$ cat config.mk
export PLATFORM = sky130hd
export DESIGN_NAME = hqd_halt_quickstop_ctrl
export DESIGN_NICKNAME = d
export VERILOG_FILES = /design/src/hqd_halt_quickstop_ctrl.v
export VERILOG_INCLUDE_DIRS = /design/src /design/src/shared
export SDC_FILE = /design/constraint.sdc
export NUM_CORES = 1
export LEC_CHECK = 0
export ABC_AREA = 1
export BUFFER_PORTS_ARGS = -buffer_cell sky130_fd_sc_hd__buf_2
export CAP_MARGIN = 25
export CELL_PAD_IN_SITES_DETAIL_PLACEMENT = 0
export CELL_PAD_IN_SITES_GLOBAL_PLACEMENT = 2
export CORE_ASPECT_RATIO = 0.7
export CORE_MARGIN = 8
export CORE_UTILIZATION = 33
export CTS_BUF_LIST = sky130_fd_sc_hd__clkbuf_4 sky130_fd_sc_hd__clkbuf_8 sky130_fd_sc_hd__clkbuf_16
export DETAILED_ROUTE_END_ITERATION = 8
export GPL_TIMING_DRIVEN = 0
export PLACE_DENSITY_LB_ADDON = 0.25
export REMOVE_ABC_BUFFERS = 1
export SETUP_SLACK_MARGIN = 0.4
export SYNTH_ARGS = -nofsm -noshare
export SYNTH_HDL_FRONTEND = slang
export SYNTH_SLANG_ARGS = --single-unit
$ cat constraint.sdc
create_clock -name i_mclk -period 7.7 [get_ports i_mclk]
set_input_delay 0.385 -clock i_mclk [delete_from_list [all_inputs] [get_ports i_mclk]]
set_output_delay 0.385 -clock i_mclk [all_outputs]
set_load 0.005 [all_outputs]
$ cat src/shared/hqd_regs.vh
/*
 * Register offsets, reset values and reaction codes of the halt and
 * quick stop deceleration selector.
 * Assumes a parameter access port that presents one 16-bit word per
 * access at the parameter's own address.
 */
// Summary of operation
// - halt reaction code 1 selects velocity ramp, 3 selects torque ramp.
// - halt on velocity ramp uses the velocity profile deceleration setting.
// - halt on torque ramp uses the halt current limit.
// - reaction code writes are refused while a deceleration ramp runs.
// - new reaction codes and halt current limit act at once.
// - halt current limit is lowest of halt, motor and stage maximum.
// - during halt the I2t reduction limit is applied on top.
// - halt current limit is stored unclipped by motor or stage ratings.
// - halt current limit is unsigned 16-bit, 0.01 A rms per step.
// - halt current limit defaults to stage maximum at 8 kHz nominal mains.
// - quick stop starts on error class 1 or 2 or fieldbus command.
// - code -2: torque ramp, then operating state 9 Fault.
// - code -1: quick stop decel ramp, then operating state 9 Fault.
// - code 6: quick stop decel ramp, then stay in state 7.
// - code 7: torque ramp, then stay in state 7.
// - quick stop decel ramp uses the dedicated quick stop ramp rate.
// - quick stop torque ramp uses the quick stop current limit.
// - halt only interrupts motion; motion resumes once halt withdrawn.
`ifndef HQD_REGS_VH
`define HQD_REGS_VH

`define HQD_ADDR_HALT_REACT 16'h062E
`define HQD_ADDR_QSTOP_REACT 16'h0630
`define HQD_ADDR_HALT_ILIM 16'h111C

`define HQD_RST_HALT_REACT 16'h0001
`define HQD_RST_QSTOP_REACT 16'h0006

`define HQD_HALT_DECEL 16'h0001
`define HQD_HALT_TORQUE 16'h0003
`define HQD_QS_TORQUE_FAULT 16'hFFFE
`define HQD_QS_DECEL_FAULT 16'hFFFF
`define HQD_QS_DECEL_QSA 16'h0006
`define HQD_QS_TORQUE_QSA 16'h0007

`define HQD_OPSTATE_QSA 4'h7
`define HQD_OPSTATE_FAULT 4'h9

`endif

$ cat src/hqd_halt_quickstop_ctrl.v
/*
 * Stop reaction selector: picks the deceleration source and current limit
 * for a halt or a quick stop, and the operating state after a quick stop.
 * Assumes a synchronous parameter port on i_mclk, a profile generator that
 * executes the chosen ramp and reports standstill, and a separate
 * operating-state machine that consumes the follow-on state request.
 */
`include "hqd_regs.vh"

module hqd_halt_quickstop_ctrl #(
    parameter [15:0] STAGE_MAX_DEFAULT = 16'h0000
) (
    // clock and reset
    input wire i_mclk,
    input wire i_sys_rst,
    // parameter access port
    input wire i_par_wr,
    input wire i_par_rd,
    input wire [15:0] i_par_addr,
    input wire [15:0] i_par_wdata,
    output reg [15:0] o_par_rdata,
    output reg o_par_ack,
    output reg o_par_err,
    // stop requests, asynchronous sources
    input wire i_halt_req,
    input wire i_fieldbus_qstop,
    input wire [1:0] i_error_class,
    input wire i_error_valid,
    // motion feedback
    input wire i_standstill,
    // settings from neighbouring blocks
    input wire [31:0] i_profile_decel,
    input wire [31:0] i_quickstop_decel_rate,
    input wire [15:0] i_quickstop_current_limit,
    input wire [15:0] i_motor_max_current,
    input wire [15:0] i_stage_max_current,
    input wire [15:0] i_i2t_limit,
    // stop reaction outputs
    output reg o_ramp_active,
    output reg o_use_torque_ramp,
    output reg [31:0] o_decel_rate,
    output reg [15:0] o_current_limit,
    output reg o_motion_hold,
    output reg o_opstate_req,
    output reg [3:0] o_opstate
);

    localparam ST_IDLE = 2'h0;
    localparam ST_HALT = 2'h1;
    localparam ST_QSTOP = 2'h2;
    localparam ST_DONE = 2'h3;

    reg [15:0] halt_reaction_code;
    reg [15:0] quickstop_reaction_code;
    reg [15:0] halt_current_limit;
    reg [1:0] state;
    reg [1:0] next_state;
    reg [15:0] qs_code_latched;

    // two-stage synchronisers for external request lines
    reg [3:0] sync1;
    reg [3:0] sync2;
    wire halt_s = sync2[0];
    wire fbqs_s = sync2[1];
    wire err_s = sync2[2];
    wire still_s = sync2[3];
    reg [1:0] ecls1;
    reg [1:0] ecls2;

    always @(posedge i_mclk or posedge i_sys_rst) begin
        if (i_sys_rst) begin
            sync1 <= 4'h0;
            sync2 <= 4'h0;
            ecls1 <= 2'h0;
            ecls2 <= 2'h0;
        end else begin
            sync1 <= {i_standstill, i_error_valid, i_fieldbus_qstop, i_halt_req};
            sync2 <= sync1;
            ecls1 <= i_error_class;
            ecls2 <= ecls1;
        end
    end

    wire qs_trigger = fbqs_s | (err_s & ((ecls2 == 2'h1) | (ecls2 == 2'h2)));
    wire ramping = (state == ST_HALT) | (state == ST_QSTOP);

    wire halt_code_ok = (i_par_wdata == `HQD_HALT_DECEL) | (i_par_wdata == `HQD_HALT_TORQUE);
    wire qs_code_ok = (i_par_wdata == `HQD_QS_TORQUE_FAULT) | (i_par_wdata == `HQD_QS_DECEL_FAULT) |
                      (i_par_wdata == `HQD_QS_DECEL_QSA) | (i_par_wdata == `HQD_QS_TORQUE_QSA);
    wire hit_halt = (i_par_addr == `HQD_ADDR_HALT_REACT);
    wire hit_qs = (i_par_addr == `HQD_ADDR_QSTOP_REACT);
    wire hit_ilim = (i_par_addr == `HQD_ADDR_HALT_ILIM);
    wire hit_any = hit_halt | hit_qs | hit_ilim;

    // write acceptance, one flag per parameter
    wire halt_wr_ok = i_par_wr & hit_halt & ~ramping & halt_code_ok;
    wire qs_wr_ok = i_par_wr & hit_qs & ~ramping & qs_code_ok;
    wire ilim_wr_ok = i_par_wr & hit_ilim;

    reg next_par_err;
    reg [15:0] next_par_rdata;

    // parameter port: single-cycle answer, refused writes flag an error
    always @* begin
        next_par_err = 1'b0;
        next_par_rdata = o_par_rdata;
        if (i_par_wr) begin
            // refused or unmapped writes leave every setting untouched
            next_par_err = ~(halt_wr_ok | qs_wr_ok | ilim_wr_ok);
        end else if (i_par_rd) begin
            next_par_err = ~hit_any;
            if (hit_halt) begin
                next_par_rdata = halt_reaction_code;
            end else if (hit_qs) begin
                next_par_rdata = quickstop_reaction_code;
            end else if (hit_ilim) begin
                next_par_rdata = halt_current_limit;
            end else begin
                next_par_rdata = 16'h0000;
            end
        end
    end

    // answer strobe and read data
    always @(posedge i_mclk or posedge i_sys_rst) begin
        if (i_sys_rst) begin
            o_par_ack <= 1'b0;
            o_par_err <= 1'b0;
            o_par_rdata <= 16'h0000;
        end else begin
            o_par_ack <= i_par_wr | i_par_rd;
            o_par_err <= next_par_err;
            o_par_rdata <= next_par_rdata;
        end
    end

    // halt code is read live by the stop logic, so a write acts at once
    always @(posedge i_mclk or posedge i_sys_rst) begin
        if (i_sys_rst) begin
            halt_reaction_code <= `HQD_RST_HALT_REACT;
        end else if (halt_wr_ok) begin
            halt_reaction_code <= i_par_wdata;
        end
    end

    always @(posedge i_mclk or posedge i_sys_rst) begin
        if (i_sys_rst) begin
            quickstop_reaction_code <= `HQD_RST_QSTOP_REACT;
        end else if (qs_wr_ok) begin
            quickstop_reaction_code <= i_par_wdata;
        end
    end

    // full 16-bit range stored, never clipped to motor or stage ratings;
    // the default is strapped so readback matches the value in use
    always @(posedge i_mclk or posedge i_sys_rst) begin
        if (i_sys_rst) begin
            halt_current_limit <= STAGE_MAX_DEFAULT;
        end else if (ilim_wr_ok) begin
            halt_current_limit <= i_par_wdata;
        end
    end

    // state machine: quick stop outranks halt
    always @* begin
        next_state = state;
        case (state)
            ST_IDLE: begin
                if (qs_trigger) begin
                    next_state = ST_QSTOP;
                end else if (halt_s) begin
                    next_state = ST_HALT;
                end
            end
            ST_HALT: begin
                if (qs_trigger) begin
                    next_state = ST_QSTOP;
                end else if (!halt_s) begin
                    next_state = ST_IDLE;
                end
            end
            ST_QSTOP: begin
                if (still_s) begin
                    next_state = ST_DONE;
                end
            end
            ST_DONE: begin
                // leaving needs the quick stop cause to clear
                if (!qs_trigger) begin
                    next_state = ST_IDLE;
                end
            end
            default: begin
                next_state = ST_IDLE;
            end
        endcase
    end

    // the entry cycle must see the fresh code, not the one latched last time
    wire qs_entry = (state != ST_QSTOP) & (next_state == ST_QSTOP);
    wire [15:0] qs_code_sel = qs_entry ? quickstop_reaction_code : qs_code_latched;
    wire qs_torque = (qs_code_sel == `HQD_QS_TORQUE_FAULT) | (qs_code_sel == `HQD_QS_TORQUE_QSA);
    wire qs_fault = (qs_code_sel == `HQD_QS_TORQUE_FAULT) | (qs_code_sel == `HQD_QS_DECEL_FAULT);
    wire halt_torque = (halt_reaction_code == `HQD_HALT_TORQUE);

    function [15:0] min16;
        input [15:0] a;
        input [15:0] b;
        begin
            min16 = (a < b) ? a : b;
        end
    endfunction

    wire [15:0] halt_lim3 = min16(min16(halt_current_limit, i_motor_max_current), i_stage_max_current);
    wire [15:0] halt_lim = min16(halt_lim3, i_i2t_limit);
    wire [15:0] qs_lim3 = min16(min16(i_quickstop_current_limit, i_motor_max_current), i_stage_max_current);
    wire [15:0] qs_lim = min16(qs_lim3, i_i2t_limit);
    wire [15:0] run_lim = min16(min16(i_motor_max_current, i_stage_max_current), i_i2t_limit);

    reg next_ramp_active;
    reg next_motion_hold;
    reg next_use_torque_ramp;
    reg [31:0] next_decel_rate;
    reg [15:0] next_current_limit;
    reg next_opstate_req;
    reg [3:0] next_opstate;
    reg [15:0] next_qs_code;

    // next values of the stop outputs
    always @* begin
        next_ramp_active = (next_state == ST_HALT) | (next_state == ST_QSTOP);
        next_motion_hold = (next_state != ST_IDLE);
        next_use_torque_ramp = 1'b0;
        next_decel_rate = i_profile_decel;
        next_current_limit = run_lim;
        next_opstate_req = 1'b0;
        next_opstate = o_opstate;
        next_qs_code = qs_code_latched;
        // frozen at entry; writes are refused while ramping anyway
        if (qs_entry) begin
            next_qs_code = quickstop_reaction_code;
        end
        // halt settings are read live so rewrites act at once
        if (next_state == ST_HALT) begin
            next_use_torque_ramp = halt_torque;
            next_decel_rate = i_profile_decel;
            next_current_limit = halt_torque ? halt_lim : run_lim;
        end else if (next_state == ST_QSTOP) begin
            next_use_torque_ramp = qs_torque;
            next_decel_rate = i_quickstop_decel_rate;
            next_current_limit = qs_torque ? qs_lim : run_lim;
        end
        if (state == ST_QSTOP && next_state == ST_DONE) begin
            next_opstate_req = 1'b1;
            next_opstate = qs_fault ? `HQD_OPSTATE_FAULT : `HQD_OPSTATE_QSA;
        end
    end

    // state and the reaction code in force for this quick stop
    always @(posedge i_mclk or posedge i_sys_rst) begin
        if (i_sys_rst) begin
            state <= ST_IDLE;
            qs_code_latched <= `HQD_RST_QSTOP_REACT;
        end else begin
            state <= next_state;
            qs_code_latched <= next_qs_code;
        end
    end

    // ramp and hold flags
    always @(posedge i_mclk or posedge i_sys_rst) begin
        if (i_sys_rst) begin
            o_ramp_active <= 1'b0;
            o_motion_hold <= 1'b0;
        end else begin
            o_ramp_active <= next_ramp_active;
            o_motion_hold <= next_motion_hold;
        end
    end

    // ramp type, rate and current limit handed to the profile generator
    always @(posedge i_mclk or posedge i_sys_rst) begin
        if (i_sys_rst) begin
            o_use_torque_ramp <= 1'b0;
            o_decel_rate <= 32'h00000000;
            o_current_limit <= 16'h0000;
        end else begin
            o_use_torque_ramp <= next_use_torque_ramp;
            o_decel_rate <= next_decel_rate;
            o_current_limit <= next_current_limit;
        end
    end

    // follow-on state request; the state value is held after the pulse
    always @(posedge i_mclk or posedge i_sys_rst) begin
        if (i_sys_rst) begin
            o_opstate_req <= 1'b0;
            o_opstate <= 4'h0;
        end else begin
            o_opstate_req <= next_opstate_req;
            o_opstate <= next_opstate;
        end
    end

endmodule // hqd_halt_quickstop_ctrl

==> impl_metrics.tcl, run 1 <==
set metrics [dict create \
    status "finished, final reports clean" \
    crit_type "reg -> reg" \
    die-width_um 234 \
    synth.largest_area_cell "dfrtp_1" \
    edff_count_synth 0 \
    placementRows 56 \
    grt-ovfl-total 0 \
    finalWorstSetupSlack_ps 1210 \
    first_global_vias 10531 \
    timing.critical_path.to_type "register" \
    grt_max_degree 101 \
    power_density_mw_per_mm2 257 \
    areaGrowthSynthToFinish_pct 21.1 \
    placement.io_buffers 243 \
    totalWireLength_um 38800 \
    syn_area_per_cell_um2 7.29 \
    route.detailed.wl_per_inst_um 17.8 \
    ir_drop_v 0.000156 \
    routed-wl-met2_um 16300 \
    synth.top_cells.by_count "nand2_1 (356), inv_1 (205), nor2_1 (147)" \
    synth_top_cells_by_area "dfrtp_1 (33%), ha_1 (15%), nand2_1 (12%), inv_1 (7.0%), a21oi_1 (5.7%)" \
    ctsHtreeMaxLevel 4 \
    postSynthRegisterBits 151 \
    detailedPlace.worstSlack_ps 173 \
    timing.critical_path.required_ps 8080 \
    worstPathBufferInverterCount 3 \
    gr-usage-all-layers 0.196 \
    period_share 0.843 \
    antenna_cells_inserted 0 \
    synth.lib_cells_used.distinct 41 \
    ys.flop_type "dfrtp_1" \
    drtAntennaViolNets 0 \
    max_slew_margin 0.365 \
    finalWorstPathRequiredPeriod_ps 6490 \
    crit_path_frequent_cell "nand2_1" \
    layoutNonFillerInstCount 2174 \
    worst_path_max_delay_cell "o221a_2" \
    layout-drive-gt1-share 0.194 \
    die_area_mm2 0.0395 \
    clock_tree.buffer_depth 2 \
    synth.cell_area_mm2 0.0110 \
    met3RoutedLength_um 2150 \
    clockRootBuffer "clkbuf_16" \
    timing.final.hold_violations 0 \
    timing.critical_path.max_delay_family "compound AO/OA/AOI/OAI gates" \
    max_cap_viol_count 0 \
    synth.top_cell.area_share 0.333 \
    timing.critical_path.slowest_cell_delay_ps 710 \
    initial_utilization 0.331 \
    tightestPinTransition_ps 944 \
    layout.nets 2024 \
    placed_cells 2140 \
    critPathMaxFanout 31 \
    clock_insertion_delay_worst_skew_ps 450 \
    synth-warning-count 0 \
    floorplan.die.height_um 169 \
    timing_max_transition_violations_final 0 \
    path_clk_slew_ps 70 \
    numCtsBuffers 17 \
    yosysSeqAreaShare 0.345 \
    total_clock_sinks 151 \
    grt_antenna_before_repair 3 \
    top_layer "met5" \
    post-cts-setup-buffer-count 0 \
    reg2reg_start "halt_current_limit[13]" \
    gp_routability_congestion 0.848 \
    sum_neg_setup_slack_ps 0 \
    dr.first_iter.drc_count 757 \
    critical_path_arrival_ps 6870 \
    ys_async_sr_fraction 1.00 \
    m1WireLength_um 20000 \
    floorplan.io_pins 244 \
    critPathLaunchType "register" \
    detail_route.first_pass.iterations 7 \
    routed_via_density 4.89 \
    postSynthCellCount 1507 \
    fin_worst_skew_ps 12.8 \
    grt_first_pass_wirelength_um 60200 \
    nFillCells 3524 \
    setup-violations-final 0 \
    most_repeated_cell_in_the_gate_level_netlist_after_synthesis "nand2_1" \
    place.detailed.hpwl_um 31200 \
    total_power_mw 3.42 \
    tritoncts "built" \
    crit_start "halt_current_limit[13]" \
    total_leakage_power_nw 7.14 \
    core_area_mm2 0.0331 \
    rsz0062_at_grt "no" \
    hold_start "i_fieldbus_qstop" \
    max_freq_ghz 0.154 \
    remaining_drc_errors 0 \
    worstHoldPathType "in -> reg" \
    via_count 10634 \
]
sequential cells by signal, summed over array words and instances (netlist names):
register,flops
ecls1,2
ecls2,2
halt_current_limit,16
halt_reaction_code,16
o_current_limit,16
o_decel_rate,32
o_motion_hold,1
o_opstate,3
o_opstate_req,1
o_par_ack,1
o_par_err,1
o_par_rdata,16
o_ramp_active,1
o_use_torque_ramp,1
qs_code_latched,16
quickstop_reaction_code,16
state,2
sync1,4
sync2,4
per-layer routing:
| metal | global-route usage | up-vias |
|---|---|---|
| li1 | - | 5419 |
| met1 | 0.290 | 4949 |
| met2 | 0.288 | 241 |
| met3 | 0.0453 | 23 |
| met4 | 0.0366 | 2 |
| met5 | 0 | - |
what timing repair did:
item                                    4_1_cts  5_1_grt
hold buffers                                  1        0
endpoints found under the setup margin        3       16
resized for setup                             1        3
hold endpoints to repair                     51        0
gates cloned                                  0        0
cells in the final DEF, fill, tap and decap left out, drive strengths merged, types with 20 or more instances in the layout:
cell    netlist  routed
buf          10     250
mux2         32      32
nand3        80      80
a21oi       125     125
ha          128     128
o21ai       123     123
clkbuf       41      20
nor2        147     147
nand2       360     360
dfrtp       146     146
nand4        30      30
inv         205     208
stage by stage:
step	instance area (µm²)	hold slack, ps	utilization
CTS	13300	19.1	0.400
floorplan	10800	331	-
finish	13300	39.0	0.401
global placement	12500	333	0.378
global route	13300	18.3	0.401
detailed placement	12700	335	0.382
power by group:
group	total [mW]	internal, mW	switching, mW
clock	0.887	0.504	0.383
sequential	1.04	0.990	0.0516
combinational	1.49	0.591	0.895
total	3.42	2.09	1.33
layout make-up:
type / count / area (µm²) / share of cell area
Sequential cell: 151 / 3780 / 0.285
Inverter: 207 / 788 / 0.0593
Clock inverter: 12 / 141 / 0.0106
Timing Repair Buffer: 251 / 1350 / 0.102
Multi-Input combinational cell: 1098 / 6220 / 0.468
Tap cell: 435 / 544 / 0.0409
Clock buffer: 20 / 460 / 0.0346
final timing paths:
kind | cells past startpoint | slack, ps | end
max | 27 | 1210 | o_current_limit[8]
min | 1 | 40 | sync1[1]
max reg2reg | 27 | 1210 | o_current_limit[8]
min reg2reg | 0 | 350 | sync2[2]
max in group asynchronous | 4 | 6350 | halt_reaction_code[0]
min in group asynchronous | 3 | 490 | o_decel_rate[5]
kinds of logic (layout without fill, tap and decap cells):
family	count (synthesis)	after routing	share of synthesized area
simple gates	660	660	0.252
compound gates	277	277	0.134
buf+inv	258	490	0.0900
flops	151	151	0.345
fa+ha+maj	128	128	0.146
mux	33	33	0.0337
Note: power is estimated with default switching activity, not from simulation.
==> run 2: changes to the inputs <==
CORE_UTILIZATION = 31   (was 33)
clock period = 6.45 ns   (was 7.7 ns; I/O delays follow)
==> run 2 against run 1 <==
Non-clock buffer count rose by 10. Fmax increased by 17%. First-iteration DRC count increased by 3.2%. Cell area up 1.7%. Clock skew is 3.3 ps lower. Critical path type unchanged. Largest power group unchanged. Highest routed layer is now met4.
==> impl_metrics.tcl, run 2 (same netlist as run 1, synthesis figures left out) <==
set metrics [dict create \
    timing_max_transition_violations_final 0 \
    initial_utilization 0.316 \
    path_clk_slew_ps 70 \
    clock_insertion_delay_worst_skew_ps 440 \
    layoutNonFillerInstCount 2226 \
    setup-violations-final 0 \
    grt_antenna_before_repair 2 \
    tritoncts "built" \
    power_density_mw_per_mm2 301 \
    tightestPinTransition_ps 950 \
    timing.critical_path.required_ps 6780 \
    worstSetupEndpoint "o_current_limit[13]" \
    routed_via_density 4.82 \
    timing.final.hold_violations 0 \
    critPathMaxFanout 31 \
    finalWorstPathRequiredPeriod_ps 5560 \
    gr-usage-all-layers 0.188 \
    timing.critical_path.slowest_cell_delay_ps 560 \
    crit_type "reg -> reg" \
    placed_cells 2178 \
    worstHoldPathType "in -> reg" \
    via_count 10719 \
    status "finished, final reports clean" \
    grt-ovfl-total 0 \
    timing.critical_path.max_delay_family "simple AND/OR/NAND/NOR gates" \
    clock_tree.buffer_depth 2 \
    crit_start "halt_current_limit[13]" \
    numCtsBuffers 17 \
    critical_path_arrival_ps 5890 \
    rsz0062_at_grt "no" \
    worst_path_max_delay_cell "dfrtp_1" \
    worstPathBufferInverterCount 2 \
    max_ffs_per_register 32 \
    ctsHtreeMaxLevel 4 \
    mostFrequentLayoutCell "nand2_1" \
    detail_route.first_pass.iterations 5 \
    max_slew_margin 0.365 \
    grt_first_pass_wirelength_um 61600 \
    place.detailed.hpwl_um 31700 \
    first_global_vias 10784 \
    ir_drop_v 0.000199 \
    layout.nets 2038 \
    drtAntennaViolNets 0 \
    total_leakage_power_nw 7.19 \
    placement.io_buffers 243 \
    top_register "o_decel_rate" \
    gp_routability_congestion 0.834 \
    max_cap_viol_count 0 \
    fin_worst_skew_ps 9.49 \
    remaining_drc_errors 0 \
    die-width_um 241 \
    die_area_mm2 0.0418 \
    max_freq_ghz 0.180 \
    finalCoreUtilization 0.388 \
    reg2reg_start "halt_current_limit[13]" \
    floorplan.io_pins 244 \
    setup_slack_of_the_most_critical_reg_to_reg_path_ps 890 \
    period_share 0.863 \
    mostFrequentLayoutCells "nand2_1 (353), buf_2 (243), inv_1 (202)" \
    areaGrowthSynthToFinish_pct 23.1 \
    total_clock_sinks 151 \
    floorplan.die.height_um 173 \
    nFillCells 3768 \
    worst_r2r_path_depth 26 \
    clockRootBuffer "clkbuf_16" \
    layout-drive-gt1-share 0.201 \
    critPathLaunchType "register" \
    terminus_of_the_critical_flop_to_flop_path "o_current_limit[13]" \
    placementRows 57 \
    timing.critical_path.to_type "register" \
    detailedPlace.worstSlack_ps -838 \
    worstSetupPathDepth 26 \
    core_area_mm2 0.0348 \
    dr.first_iter.drc_count 781 \
    finalWorstSetupSlack_ps 885 \
    grt_max_degree 102 \
    totalWireLength_um 40100 \
    route.detailed.wl_per_inst_um 18.0 \
]
==> run 2: cell types whose count changed in the layout (fill, tap and decap cells not counted), sizes merged <==
cell	change
dlygate4sd3	+6
bufinv	-1
clkbuf	+3
o221a	+1
diode	+1
buf	+4
inv	-1
clkinv	-3
clkinvlp	+5
==> run 2: worst min-delay path, delay by kind of cell <==
family | cells | cell delay, ps
buffers and inverters | 2 | 130
and+or+nand+nor | 1 | 60
==> run 2: through the flow <==
| stage | hold WS (ps) | instance area (µm²) | setup TNS (ps) | power (mW) |
|---|---|---|---|---|
| final | 107 | 13500 | 0 | 4.07 |
| after global routing | 93.8 | 13500 | 0 | 4.43 |
| after CTS | 86.9 | 13400 | 0 | 4.09 |
| after detailed placement | 338 | 12700 | -11140 | 3.05 |
| after global placement | 334 | 12600 | -32070 | 2.99 |
| after floorplan | 331 | 10800 | 0 | 2.37 |
==> run 2: area by class of cell <==
type | count | area (µm²) | area share
multi-input cells | 1099 | 6310 | 0.467
flip-flops and latches | 151 | 3780 | 0.280
repair buffers | 261 | 1450 | 0.107
inverters | 207 | 792 | 0.0586
well taps | 472 | 591 | 0.0437
clock buffers | 23 | 483 | 0.0357
clock inverters | 9 | 90.1 | 0.00666
repair inverters | 3 | 20.0 | 0.00148
diodes | 1 | 2.50 | 0.000185
==> run 2: how the worst min path moves through the flow <==
stage                               startpoint                to  depth (start not counted)
floorplan                             ecls1[0]          ecls2[0]                          0
detailed placement                    sync1[1]          sync2[1]                          0
finish                                i_par_rd         o_par_ack                          3
global route        i_quickstop_decel_rate[31]  o_decel_rate[31]                          2
global placement                      ecls1[1]          ecls2[1]                          0
CTS                                   i_par_rd         o_par_ack                          3
==> run 2: routing by layer <==
metal	wire, µm	share of wire	vias up	global-route usage
met5	0	0	-	0
met4	473	0.012	0	0.0361
met3	2020	0.050	28	0.0373
met2	16600	0.41	246	0.277
met1	21000	0.52	4994	0.281
li1	-	-	5451	-
==> run 2: what timing repair did <==
item	4_1_cts	5_1_grt
cloned	0	4
hold endpoints to repair	56	0
resized for setup	6	16
setup endpoints to repair	16	16
buffers inserted	0	3
pin swaps	0	1
hold buffers	7	0
==> run 2: power breakdown <==
group | internal [mW] | total [mW] | switching [mW] | leakage (nW)
clock network | 0.573 | 1.01 | 0.437 | 0.283
registers | 1.18 | 1.24 | 0.0618 | 1.76
logic | 0.725 | 1.82 | 1.09 | 5.15
